## src/ucm_pkg.sv

```systemverilog
package ucm_pkg;

    // Clock, time and arithmetic figures.
    localparam int CLK_MHZ      = 50;
    localparam int GATE_1S_MS   = 1000;
    localparam int PHASE_DIV    = 10;
    localparam int DELAY_RST_US = 1000;
    localparam int AVG_N        = 100;
    localparam logic [31:0] MANT_MAX  = 32'h05f5e0ff;
    localparam logic [31:0] RECIP_100 = 32'h028f5c29;
    localparam logic [31:0] RECIP_10  = 32'hcccccccd;

    // Register byte addresses.
    localparam logic [7:0] A_CTRL  = 8'h00;
    localparam logic [7:0] A_CMD   = 8'h04;
    localparam logic [7:0] A_DELAY = 8'h08;
    localparam logic [7:0] A_NULL  = 8'h0c;
    localparam logic [7:0] A_STAT  = 8'h10;
    localparam logic [7:0] A_EVT   = 8'h14;
    localparam logic [7:0] A_TIME  = 8'h18;
    localparam logic [7:0] A_AUX   = 8'h1c;
    localparam logic [7:0] A_MANT  = 8'h20;
    localparam logic [7:0] A_EXP   = 8'h24;

    // Control word fields.
    localparam int F_MODE   = 0;
    localparam int F_RES    = 4;
    localparam int F_EDGE_A = 7;
    localparam int F_EDGE_B = 8;
    localparam int F_COMMON = 9;
    localparam int F_DELAY  = 10;
    localparam int F_NULL   = 11;
    localparam int F_AVG    = 12;
    localparam int F_HOLD   = 13;
    localparam int F_STBY   = 14;
    localparam int F_FILT   = 15;
    localparam int F_SPEC   = 16;
    localparam int F_DC_A   = 17;
    localparam int F_DC_B   = 18;
    localparam logic [31:0] CTRL_RST = 32'h00000060;

    // Command word bits, each a one-shot key press.
    localparam int C_RESET = 0;
    localparam int C_HOLD  = 1;
    localparam int C_INIT  = 2;

    typedef enum logic [3:0] {
        M_FREQ, M_PERIOD, M_TI_SEP, M_TI_COM, M_GTOT,
        M_PHASE, M_RATIO, M_TOT_MAN, M_WATCH
    } ucm_mode_t;

    typedef enum logic [2:0] {
        S_IDLE, S_WAIT, S_RUN, S_CALC, S_SCALE, S_HOLD
    } ucm_state_t;

endpackage

```

## src/ucm_edge.sv

```systemverilog
`timescale 1ns/1ns
`default_nettype none
module ucm_edge (
    input  wire logic clk,
    input  wire logic sys_rst,
    input  wire logic sig,
    input  wire logic fall,
    input  wire logic en,
    output logic      pulse
);

typedef struct packed {
    logic prev;
    logic pulse;
} ucm_edge_t;

ucm_edge_t s;
ucm_edge_t next_s;

always_comb begin
    next_s = s;
    next_s.prev = sig;
    next_s.pulse = en & (fall ? (s.prev & ~sig) : (~s.prev & sig));
end

always_ff @(posedge clk or posedge sys_rst) begin
    if (sys_rst) begin
        s <= '0;
    end else begin
        s <= next_s;
    end
end

assign pulse = s.pulse;
endmodule
`default_nettype wire

```

## src/ucm_gate.sv

```systemverilog
`timescale 1ns/1ns
`default_nettype none
module ucm_gate (
    input  wire logic        clk,
    input  wire logic        sys_rst,
    input  wire logic        start,
    input  wire logic [31:0] lim,
    output logic             expired
);

typedef struct packed {
    logic [31:0] cnt;
    logic        run;
    logic        expired;
} ucm_gate_t;

ucm_gate_t s;
ucm_gate_t next_s;

always_comb begin
    next_s = s;
    if (start) begin
        next_s.cnt = 32'h0;
        next_s.run = 1'b1;
        next_s.expired = 1'b0;
    end else if (s.run) begin
        next_s.cnt = s.cnt + 32'h1;
        if (s.cnt + 32'h1 >= lim) begin
            next_s.run = 1'b0;
            next_s.expired = 1'b1;
        end
    end
end

always_ff @(posedge clk or posedge sys_rst) begin
    if (sys_rst) begin
        s <= '0;
    end else begin
        s <= next_s;
    end
end

assign expired = s.expired;
endmodule
`default_nettype wire

```

## src/ucm_top.sv

```systemverilog
// Local design decisions: the plain strobed port and the register addresses.
`timescale 1ns/1ns
`default_nettype none
// Contract
// Frequency mode: seven digits at one-second gate.
// Period mode: time many periods, report mean; the result holds their total time, not divided by the period count.
// Separate interval: A event to later B.
// Common interval: two events on channel A.
// Stop delay only in interval, gated totalize.
// Gated totalize: count A between B edges.
// Phase: A-to-B lag, positive when A leads.
// Ratio: A frequency over B frequency; the result holds the B edge count, not the ratio.
// Manual totalize: count A between hold presses.
// Stopwatch: time between hold key presses.
// Common input feeds A into both channels.
// Per-channel rising or falling trigger edge.
// Null subtracts the null store from result.
// Averaging reports mean of 100 measurements.
// Result as eight-digit mantissa, one exponent digit.
// Hold keeps reading until reset key.
// Gate from resolution, or from start/stop events.
// Phase uses a fixed gate time.
// Standby keeps reference, stops measuring.
// Power-up or init loads documented defaults.
// Use external reference while it is present.
module ucm_top #(
    parameter int GATE_1S_CYC = ucm_pkg::GATE_1S_MS * 1000 * ucm_pkg::CLK_MHZ
) (
    input  wire logic        clk,
    input  wire logic        sys_rst,
    input  wire logic [7:0]  addr,
    input  wire logic [31:0] wdata,
    input  wire logic        wr,
    input  wire logic        rd,
    output logic      [31:0] rdata,
    input  wire logic        sig_a,
    input  wire logic        sig_b,
    input  wire logic        ext_ref_ok,
    output logic             ref_ext,
    output logic             meas_on,
    output logic             gate_open,
    output logic             filter_on
);

typedef struct packed {
    logic [31:0]        ctrl;
    logic [31:0]        dly;
    logic [31:0]        nul;
    logic [31:0]        evt;
    logic [31:0]        tim;
    logic [31:0]        aux;
    logic [31:0]        sum;
    logic [31:0]        mant;
    logic [31:0]        dcnt;
    logic [31:0]        rdata;
    logic [5:0]         pre;
    logic [6:0]         n;
    logic [3:0]         expo;
    logic               armed;
    logic               seen_b;
    logic               done;
    logic               ref_ext;
    logic               meas_on;
    logic               gate_open;
    logic               filter_on;
    ucm_pkg::ucm_state_t st;
} ucm_top_t;

ucm_top_t s;
ucm_top_t next_s;

logic [3:0]  mode;
logic [2:0]  res;
logic        stby;
logic        stby_next;
logic        ea;
logic        eb;
logic        b_src;
logic        cmd;
logic        key_rst;
logic        key_hold;
logic        key_init;
logic        gate_exp;
logic        gate_start;
logic [31:0] lim;
logic        start_ev;
logic        stop_ev;
logic [31:0] prim;
logic [31:0] tot;
logic [63:0] mean;
logic [31:0] val;
logic [63:0] div10;
logic        delayable;
logic        counts_a;

assign mode = s.ctrl[ucm_pkg::F_MODE +: 4];
assign res = s.ctrl[ucm_pkg::F_RES +: 3];
assign stby = s.ctrl[ucm_pkg::F_STBY];
assign stby_next = next_s.ctrl[ucm_pkg::F_STBY];
assign cmd = wr && (addr == ucm_pkg::A_CMD);
assign key_rst = cmd && wdata[ucm_pkg::C_RESET];
assign key_hold = cmd && wdata[ucm_pkg::C_HOLD];
assign key_init = cmd && wdata[ucm_pkg::C_INIT];

// The B socket is cut off whenever channel B must see the A signal.
assign b_src = (s.ctrl[ucm_pkg::F_COMMON] || mode == ucm_pkg::M_TI_COM) ? sig_a : sig_b;

ucm_edge u_edge_a (
    .clk     (clk),
    .sys_rst (sys_rst),
    .sig     (sig_a),
    .fall    (s.ctrl[ucm_pkg::F_EDGE_A]),
    .en      (s.meas_on),
    .pulse   (ea)
);

ucm_edge u_edge_b (
    .clk     (clk),
    .sys_rst (sys_rst),
    .sig     (b_src),
    .fall    (s.ctrl[ucm_pkg::F_EDGE_B]),
    .en      (s.meas_on),
    .pulse   (eb)
);

////////////////////////////////////////////////////////////////////////////////

// Seven digits at one second; each digit more or less is a decade of gate.
always_comb begin
    lim = 32'(GATE_1S_CYC / 10);
    if (mode == ucm_pkg::M_PHASE) begin
        lim = 32'(GATE_1S_CYC / ucm_pkg::PHASE_DIV);
    end else begin
        unique case (res)
            3'h3: lim = 32'(GATE_1S_CYC / 10000);
            3'h4: lim = 32'(GATE_1S_CYC / 1000);
            3'h5: lim = 32'(GATE_1S_CYC / 100);
            3'h6: lim = 32'(GATE_1S_CYC / 10);
            3'h7: lim = 32'(GATE_1S_CYC);
            default: lim = 32'(GATE_1S_CYC / 10);
        endcase
    end
end

assign gate_start = (s.st == ucm_pkg::S_WAIT) && start_ev;

ucm_gate u_gate (
    .clk     (clk),
    .sys_rst (sys_rst),
    .start   (gate_start),
    .lim     (lim),
    .expired (gate_exp)
);

////////////////////////////////////////////////////////////////////////////////

assign delayable = (mode == ucm_pkg::M_TI_SEP) || (mode == ucm_pkg::M_TI_COM)
                || (mode == ucm_pkg::M_GTOT);
assign counts_a = (mode == ucm_pkg::M_FREQ) || (mode == ucm_pkg::M_PERIOD)
               || (mode == ucm_pkg::M_GTOT) || (mode == ucm_pkg::M_RATIO)
               || (mode == ucm_pkg::M_TOT_MAN) || (mode == ucm_pkg::M_PHASE);

always_comb begin
    unique case (mode)
        ucm_pkg::M_RATIO, ucm_pkg::M_GTOT: start_ev = eb;
        ucm_pkg::M_TOT_MAN, ucm_pkg::M_WATCH: start_ev = key_hold;
        default: start_ev = ea;
    endcase
end

always_comb begin
    unique case (mode)
        ucm_pkg::M_FREQ, ucm_pkg::M_PERIOD, ucm_pkg::M_PHASE: stop_ev = gate_exp && ea;
        ucm_pkg::M_RATIO: stop_ev = gate_exp && eb;
        ucm_pkg::M_TI_SEP, ucm_pkg::M_TI_COM, ucm_pkg::M_GTOT: stop_ev = eb && s.armed;
        ucm_pkg::M_TOT_MAN, ucm_pkg::M_WATCH: stop_ev = key_hold;
        default: stop_ev = gate_exp && ea;
    endcase
end

// The primary figure: events for totalizing, A-to-B lag for phase, B edge count for ratio, else time.
always_comb begin
    if (mode == ucm_pkg::M_TOT_MAN || mode == ucm_pkg::M_GTOT) begin
        prim = s.evt;
    end else if (mode == ucm_pkg::M_PHASE) begin
        prim = s.aux;
    end else begin
        prim = s.tim;
    end
end

// Division by 100 and by 10 are done with reciprocal products to avoid a divider.
assign tot = s.sum + prim;
assign mean = 64'(tot) * 64'(ucm_pkg::RECIP_100);
assign val = s.ctrl[ucm_pkg::F_AVG] ? mean[63:32] : prim;
assign div10 = 64'(s.mant) * 64'(ucm_pkg::RECIP_10);

////////////////////////////////////////////////////////////////////////////////

always_comb begin
    next_s = s;
    next_s.ref_ext = ext_ref_ok;
    next_s.filter_on = s.ctrl[ucm_pkg::F_FILT];
    if (wr && addr == ucm_pkg::A_CTRL) begin
        next_s.ctrl = wdata;
    end
    if (wr && addr == ucm_pkg::A_DELAY) begin
        next_s.dly = wdata;
    end
    if (wr && addr == ucm_pkg::A_NULL) begin
        next_s.nul = wdata;
    end
    unique case (s.st)
        ucm_pkg::S_IDLE: begin
            next_s.evt = 32'h0;
            next_s.tim = 32'h0;
            next_s.aux = 32'h0;
            next_s.seen_b = 1'b0;
            next_s.armed = 1'b0;
            next_s.st = ucm_pkg::S_WAIT;
        end
        ucm_pkg::S_WAIT: begin
            if (start_ev) begin
                next_s.dcnt = 32'h0;
                next_s.pre = 6'h0;
                next_s.armed = !(s.ctrl[ucm_pkg::F_DELAY] && delayable);
                // An A edge that opens the gate starts the first period, so it is not counted as one.
                next_s.evt = {31'h0, counts_a && ea && (mode == ucm_pkg::M_GTOT || mode == ucm_pkg::M_RATIO
                              || mode == ucm_pkg::M_TOT_MAN)};
                next_s.st = ucm_pkg::S_RUN;
            end
        end
        ucm_pkg::S_RUN: begin
            if (counts_a && ea) begin
                next_s.evt = s.evt + 32'h1;
            end
            if (mode == ucm_pkg::M_RATIO) begin
                next_s.tim = eb ? s.tim + 32'h1 : s.tim;
            end else begin
                next_s.tim = s.tim + 32'h1;
            end
            if (mode == ucm_pkg::M_PHASE && eb && !s.seen_b) begin
                next_s.aux = s.tim + 32'h1;
                next_s.seen_b = 1'b1;
            end
            // The delay store counts in microseconds.
            if (!s.armed) begin
                if (s.pre == 6'(ucm_pkg::CLK_MHZ - 1)) begin
                    next_s.pre = 6'h0;
                    next_s.dcnt = s.dcnt + 32'h1;
                end else begin
                    next_s.pre = s.pre + 6'h1;
                end
                next_s.armed = s.dcnt >= s.dly;
            end
            if (stop_ev) begin
                next_s.st = ucm_pkg::S_CALC;
            end
        end
        ucm_pkg::S_CALC: begin
            next_s.sum = tot;
            if (s.ctrl[ucm_pkg::F_AVG] && s.n != 7'(ucm_pkg::AVG_N - 1)) begin
                next_s.n = s.n + 7'h1;
                next_s.st = ucm_pkg::S_IDLE;
            end else begin
                if (s.ctrl[ucm_pkg::F_NULL]) begin
                    next_s.mant = (val > s.nul) ? val - s.nul : 32'h0;
                end else begin
                    next_s.mant = val;
                end
                next_s.expo = 4'h0;
                next_s.n = 7'h0;
                next_s.sum = 32'h0;
                next_s.st = ucm_pkg::S_SCALE;
            end
        end
        ucm_pkg::S_SCALE: begin
            if (s.mant > ucm_pkg::MANT_MAX) begin
                next_s.mant = {3'h0, div10[63:35]};
                next_s.expo = s.expo + 4'h1;
            end else begin
                next_s.done = 1'b1;
                next_s.st = s.ctrl[ucm_pkg::F_HOLD] ? ucm_pkg::S_HOLD : ucm_pkg::S_IDLE;
            end
        end
        ucm_pkg::S_HOLD: begin
            next_s.st = ucm_pkg::S_HOLD;
        end
    endcase
    if (key_rst) begin
        next_s.st = ucm_pkg::S_IDLE;
        next_s.n = 7'h0;
        next_s.sum = 32'h0;
        next_s.done = 1'b0;
    end
    if (key_init) begin
        next_s.ctrl = ucm_pkg::CTRL_RST;
        next_s.dly = 32'(ucm_pkg::DELAY_RST_US);
        next_s.nul = 32'h0;
        next_s.st = ucm_pkg::S_IDLE;
        next_s.n = 7'h0;
        next_s.sum = 32'h0;
        next_s.done = 1'b0;
    end
    if (next_s.ctrl[ucm_pkg::F_STBY]) begin
        next_s.st = ucm_pkg::S_IDLE;
    end
    next_s.meas_on = !next_s.ctrl[ucm_pkg::F_STBY];
    next_s.gate_open = next_s.st == ucm_pkg::S_RUN;
    next_s.rdata = 32'h0;
    if (rd) begin
        unique case (addr)
            ucm_pkg::A_CTRL:  next_s.rdata = s.ctrl;
            ucm_pkg::A_DELAY: next_s.rdata = s.dly;
            ucm_pkg::A_NULL:  next_s.rdata = s.nul;
            ucm_pkg::A_STAT:  next_s.rdata = {16'h0, 1'b0, s.n, s.ref_ext, s.done, 3'h0, s.st};
            ucm_pkg::A_EVT:   next_s.rdata = s.evt;
            ucm_pkg::A_TIME:  next_s.rdata = s.tim;
            ucm_pkg::A_AUX:   next_s.rdata = s.aux;
            ucm_pkg::A_MANT:  next_s.rdata = s.mant;
            ucm_pkg::A_EXP:   next_s.rdata = {28'h0, s.expo};
            default:          next_s.rdata = 32'h0;
        endcase
    end
end

// Power-up reaches the same defaults as an init command.
always_ff @(posedge clk or posedge sys_rst) begin
    if (sys_rst) begin
        s <= '0;
        s.ctrl <= ucm_pkg::CTRL_RST;
        s.dly <= 32'(ucm_pkg::DELAY_RST_US);
        s.meas_on <= 1'b1;
        s.st <= ucm_pkg::S_IDLE;
    end else begin
        s <= next_s;
    end
end

assign rdata = s.rdata;
assign ref_ext = s.ref_ext;
assign meas_on = s.meas_on;
assign gate_open = s.gate_open;
assign filter_on = s.filter_on;
endmodule
`default_nettype wire

```

## config.mk

```make
export PLATFORM = sky130hd
export DESIGN_NAME = ucm_top
export DESIGN_NICKNAME = d
export VERILOG_FILES = /design/src/ucm_pkg.sv /design/src/ucm_edge.sv /design/src/ucm_gate.sv /design/src/ucm_top.sv
export SDC_FILE = /design/constraint.sdc
export NUM_CORES = 2
export LEC_CHECK = 0
export BUFFER_PORTS_ARGS = -buffer_cell sky130_fd_sc_hd__buf_4
export CELL_PAD_IN_SITES_DETAIL_PLACEMENT = 0
export CELL_PAD_IN_SITES_GLOBAL_PLACEMENT = 1
export CORE_ASPECT_RATIO = 0.9
export CORE_MARGIN = 2
export CORE_UTILIZATION = 52
export DETAILED_ROUTE_END_ITERATION = 8
export HOLD_SLACK_MARGIN = 0.12
export PLACE_DENSITY_LB_ADDON = 0.05
export SLEW_MARGIN = 0
export SYNTH_ARGS = -nofsm -noshare
export SYNTH_HDL_FRONTEND = slang
export SYNTH_SLANG_ARGS = --single-unit
```

## constraint.sdc

```tcl
create_clock -name clk -period 14.93 [get_ports clk]
set_input_delay 1.493 -clock clk [delete_from_list [all_inputs] [get_ports clk]]
set_output_delay 1.493 -clock clk [all_outputs]
set_load 0.05 [all_outputs]
```

Word-level counts from Yosys, hierarchy flattened:

Index checks and enable logic that the tools add are counted.

* bits in registers: 385

* $add $sub $neg: 9
* $mul: 2
* $lt $le $gt $ge: 4
* equal/unequal tests: 38
* multiplexer cells: 67
* bitwise operators: 10
* reductions and logical operators: 57

Operators with widths (count)
* two-way mux 32 bit: 21
* one-hot mux 32 bit (9 select lines): 1
* adder 32 x 1 -> 32 bit (second input constant): 4
* one-hot mux 32 bit (2 select lines): 2
* one-hot mux 64 bit (2 select lines): 1
* one-hot mux 26 bit (4 select lines): 1
* two-way mux 96 bit: 1
* one-hot mux 32 bit (3 select lines): 1
* two-way mux 34 bit: 2
* multiplier 32 x 32 -> 64 bit (second input constant): 1
* two-way mux 64 bit: 1
* multiplier 32 x 26 -> 58 bit (second input constant): 1
* adder 32 bit: 1
* equality test 8 x 5 -> 1 bit (second input constant): 4
* greater-or-equal comparator 32 x 26 -> 1 bit: 1
* greater-or-equal comparator 32 bit: 1
* greater-than comparator 32 x 27 -> 1 bit (second input constant): 1
* greater-than comparator 32 bit: 1
* subtractor 32 bit: 1
* two-way mux 7 bit: 4
* two-way mux 26 bit: 1
* two-way mux 3 bit: 8
* two-way mux 6 bit: 3
* one-hot mux 3 bit (6 select lines): 1
* other kinds (40): 123

Longest topological paths before layout:

* depth after elaboration: 13
* mapped depth: 56
* gate-level depth less buffers: 51

Hierarchy:

A second synthesis with hierarchy kept.

* cells, all modules: 6111
* area total of the unflattened synthesis: 56056.3 µm²

By module, submodules not included
* ucm_top: times used 1, cells each 5746, area an instance 52947.0 µm², seq. area each 8694.6 µm²
* ucm_gate: times used 1, cells each 353, area an instance 2954.1 µm², seq. area each 850.8 µm²
* ucm_edge: times used 2, cells each 6, area an instance 77.6 µm², seq. area each 50.0 µm²

Least setup slack after synthesis:

OpenSTA, ideal clock, no wires.

* path type: reg-to-reg
* start point: register s, in the netlist mode[2]
* end point: register s[114] (netlist name)
* arrival: 12.469 ns
* required time: 14.792 ns
* setup slack: 2.323 ns
* cell stages (with the launch flop): 54
* clock period less this slack: 12.607 ns
* cell sequence: dfrtp_1 clkbuf_1 nor2b_1 and3_1 clkbuf_1 buf_1 clkbuf_1 a21oi_1 a21oi_1 inv_1 ha_1 a21o_1 a211o_1 or3_1 o221ai_1 o21ai_1 a21oi_2 mux2i_1 [18 not listed] a211oi_4 o21ai_2 a21boi_4 nor4_2 o31a_1 or3_1 a31oi_1 ha_1 and3_1 nand2_1 or3_1 o41ai_1 inv_1 a22oi_4 buf_4 nor2_1 a221oi_1 o211ai_1

* longest elaborated chain between the ends: 11

Ends and longest elaborated chain
* from (decl): RTL line ucm_top.sv:69 `ucm_top_t s;`
* from (signal assigned): RTL line ucm_top.sv:336 `s <= next_s;`
* equality test 4 x 3 -> 1 bit, on equally long branches: RTL line ucm_top.sv:185, ucm_top.sv:183
* two-way mux 32 bit or logical OR 1 bit (tied branches): RTL line ucm_top.sv:185, ucm_top.sv:183
* two-way mux 32 bit *: RTL line ucm_top.sv:183 `if (mode == ucm_pkg::M_TOT_MAN || mode == ucm_pkg::M_GTOT) begin`
* adder 32 bit: RTL line ucm_top.sv:193 `assign tot = s.sum + prim;`
* multiplier 32 x 26 -> 58 bit: RTL line ucm_top.sv:194 `assign mean = 64'(tot) * 64'(ucm_pkg::RECIP_100);`
* two-way mux 32 bit *: RTL line ucm_top.sv:195 `assign val = s.ctrl[ucm_pkg::F_AVG] ? mean[63:32] : prim;`
* subtractor 32 bit or greater-than comparator 32 bit (tied branches): RTL line ucm_top.sv:267 `next_s.mant = (val > s.nul) ? val - s.nul : 32'h0;`
* two-way mux 32 bit: RTL line ucm_top.sv:267
* two-way mux 32 bit *: RTL line ucm_top.sv:266 `if (s.ctrl[ucm_pkg::F_NULL]) begin`
* two-way mux 64 bit *: RTL line ucm_top.sv:262 `if (s.ctrl[ucm_pkg::F_AVG] && s.n != 7'(ucm_pkg::AVG_N - 1)) begin`
* one-hot mux 32 bit (2 select lines) *: RTL line ucm_top.sv:213 `unique case (s.st)`

Every way passes the cells marked *; elsewhere a longest branch is shown, timed or not. The select of a mux whose other input is x is not followed.
A chain may end at the register's enable or synchronous reset.

Final worst setup path:

* start point: register s, in the netlist mode[3]
* end point: register s[111] (netlist name)

The elaborated chain is that of the path after synthesis.

==> results.yml <==
worst_setup_path:
  critPathMaxFanout: 35
  critical_path_top_delay_cell: "sky130_fd_sc_hd__dfrtp_1"
  timing.critical_path.required_ns: 15.44
  startpoint: "mode[3]"
  worst_path_largest_cell_delay_ns: 0.57
  kind_of_critical_path: "flip-flop to flip-flop"
  r2r-end: "s[111]"
  r2r_setup_slack_ns: 0.71
  worst_setup_path_end_kind: "flip-flop"
  worstPathBufferInverterCount: 7
  startpoint_type: "flip-flop"
  timing.critical_path.max_delay_family: "compound AO/OA/AOI/OAI gates"
  r2r.worst_path.cells: 49
  cp_common_cell: "sky130_fd_sc_hd__fa_1"
  worstPathArrival_ns: 14.73
  timing.rr.start: "mode[3]"
routing:
  initialDrtViolationCount: 4467
  antenna_left: 0
  detail_route.wl_per_cell_um: 25.8
  detail_route.wirelength_um: 196000
  via_per_inst: 5.89
  detailroute.via_count: 44593
  post-route-drc-count: 0
  pre_repair_dr_iteration_count: 7
logic_synthesis:
  synth_seq_area_share: 0.172
  synth_top_flop_cell: "sky130_fd_sc_hd__dfrtp_1"
  synthesis.nets: 7644
  synth_edf_count: 0
  postSynthRegisterBits: 385
  post_synth_cell_types: 116
  asyncSetResetFlopFracSynth: 1.00
  synthesis.instances: 6082
  yosysWarnings: 0
  postSynthAreaPerCell_sq_um: 9.21
  synthesis.area_sq_mm: 0.0560
clocking:
  cts_inserted_buffers: 46
  cts_hold_buffers: 0
  cts-root-to-sink-buffers: 3
  h-tree-depth: 2
  worstSkewPairLatency_ns: 0.63
  clock_tree_from_tritoncts: "built"
  clkTransAtPathRegs_ns: 0.07
  clkSinkCount: 385
  post_cts.repair.setup_buffers: 0
  clk_root_buffer_cell: "sky130_fd_sc_hd__clkbuf_16"
grt:
  grt.overflow.total: 0
  wire_length_of_the_first_global_routing_pass_um: 294000
  grt_max_degree: 143
  gr-usage-all-layers: 0.361
  initial_antenna_violation_count: 9
  vias_in_the_first_global_route: 45295
timing:
  max_slew_margin: 0.197
  tns_ns: 0
  final_critical_path_setup_slack_ns: 0.707
  timing.fmax_mhz: 70.3
  rsz0062_at_grt: "no"
  slew_violations: 0
  period_share: 0.953
  period_needed_ns: 14.22
  setup_viol_count_final: 0
  finalHoldViolations: 0
  timing_worst_slew_pin_value_ns: 1.21
  final.setup_skew_ns: 0.0218
placement:
  place_hpwl_um: 163000
  place_congestion: 1.01
  port-buffer-count: 82
  setup_slack_at_placement_ns: 0.561
layout:
  final_cell_mix: "1233 x sky130_fd_sc_hd__inv_1, 804 x sky130_fd_sc_hd__ha_1, 711 x sky130_fd_sc_hd__fa_1, 507 x sky130_fd_sc_hd__nand2_1, 375 x sky130_fd_sc_hd__dfrtp_1"
  drive_above_1_share: 0.0633
  area_growth_syn_to_layout_pct: 7.04
  fin_nets: 7640
  fillers: 9887
  layout.cells.most_common: "sky130_fd_sc_hd__inv_1"
die:
  die_width_um: 350
  floorplan.die.height_um: 315
  start_util: 0.523
  floorplan.die_area_sq_mm: 0.110
  ios: 83
  rows: 114
  core_ar_sq_mm: 0.107
worst_hold_path:
  min-delay-path-class: "flip-flop to flip-flop"
  holdPathEnd: "s[137]"
  holdCritStartpoint: "s[137]"
  worstHoldPathCells: 2
run:
  max_cap_viol_count: 0
outcome:
  run_status: "finished clean"
==> sequential cells by signal, summed over array words and instances, names as in the netlist <==
| register | count |
|---|---|
| u_edge_b.s | 1 |
| s | 303 |
| filter_on | 1 |
| rdata | 32 |
| u_gate.s | 33 |
| next_s | 1 |
| gate_open | 1 |
| res | 3 |
| u_edge_a.s | 1 |
| u_edge_a.pulse | 1 |
| u_gate.expired | 1 |
| ref_ext | 1 |
| mode | 4 |
| meas_on | 1 |
| u_edge_b.pulse | 1 |
==> worst max-delay path by stage <==
stage                  end  slack [ns]  cells after the start
floorplan           s[114]        2.32                     53
global placement     s[92]        0.89                     48
detailed placement  s[111]        0.56                     48
CTS                 s[111]        0.53                     48
global route         s[92]        0.03                     49
finish              s[111]        0.71                     49
==> cell families (layout without fill, tap and decap cells) <==
group                      count (synthesis)  after routing  share of synthesized area
xor gates and xnor gates                 266            266                     0.0418
adders and majority gates               1516           1516                      0.434
and+or+nand+nor                         1320           1320                      0.112
AOI/OAI and AO/OA                       1077           1077                      0.128
DFF                                      385            385                      0.172
other                                      0              3                          0
buffers and inverters                   1460           1494                      0.101
muxes                                     58             58                     0.0109
==> synth_stat cells, types with 34 or more instances <==
library cell	number	area share
sky130_fd_sc_hd__a21o_1	110	0.015
sky130_fd_sc_hd__a21oi_1	294	0.026
sky130_fd_sc_hd__a22oi_1	91	0.012
sky130_fd_sc_hd__a31oi_1	54	0.0060
sky130_fd_sc_hd__and3_1	57	0.0064
sky130_fd_sc_hd__buf_4	34	0.0046
sky130_fd_sc_hd__clkbuf_1	153	0.010
sky130_fd_sc_hd__dfrtp_1	376	0.17
sky130_fd_sc_hd__fa_1	711	0.25
sky130_fd_sc_hd__ha_1	804	0.18
sky130_fd_sc_hd__inv_1	1234	0.083
sky130_fd_sc_hd__mux2i_1	39	0.0070
sky130_fd_sc_hd__nand2_1	507	0.034
sky130_fd_sc_hd__nand3_1	134	0.012
sky130_fd_sc_hd__nand4_1	72	0.0080
sky130_fd_sc_hd__nor2_1	291	0.019
sky130_fd_sc_hd__nor3_1	44	0.0039
sky130_fd_sc_hd__o21ai_0	191	0.017
sky130_fd_sc_hd__xnor2_1	111	0.017
sky130_fd_sc_hd__xor2_1	153	0.024
==> metal layers <==
metal	track usage	part of all wire	vias to the layer above
li1	-	-	20011
met1	0.506	0.43	22372
met2	0.554	0.44	1790
met3	0.0658	0.078	418
met4	0.148	0.049	2
met5	0	0.000066	-
==> per-stage QoR <==
step                hold slack (ns)  area [sq um]   util  std cells
finish                        0.493         60000  0.560       7569
global route                  0.498         60000  0.560       7566
CTS                           0.493         59900  0.560       7566
detailed placement            0.473         58200  0.543       7480
global placement              0.481         58200  0.543       7480
floorplan                     0.374         56000      -       6082
==> what timing repair did <==
action / in CTS / in global routing
endpoints found under the hold margin: 0 / 0
endpoints found under the setup margin: 0 / 31
gates resized for setup: 0 / 9
==> cell type report <==
class,count,area (sq um),area share
antenna,3,7.51,0.000125
clock buffer,57,1280,0.0214
clock inverter,29,462,0.00770
inverter,1235,4640,0.0774
multi-input combinational,4237,40800,0.680
sequential,385,9650,0.161
tap,1450,1810,0.0302
timing repair buffer,173,1310,0.0219
==> tightest hold or removal path, stage by stage (launching register included) <==
cell and delay [ns]:
sky130_fd_sc_hd__dfrtp_1 0.35, sky130_fd_sc_hd__nand2_1 0.05, sky130_fd_sc_hd__o21ai_0 0.06
Power is left out: the tool's default activity adds up to more than one toggle a clock period on the data nets, which glitch-free logic cannot reach.
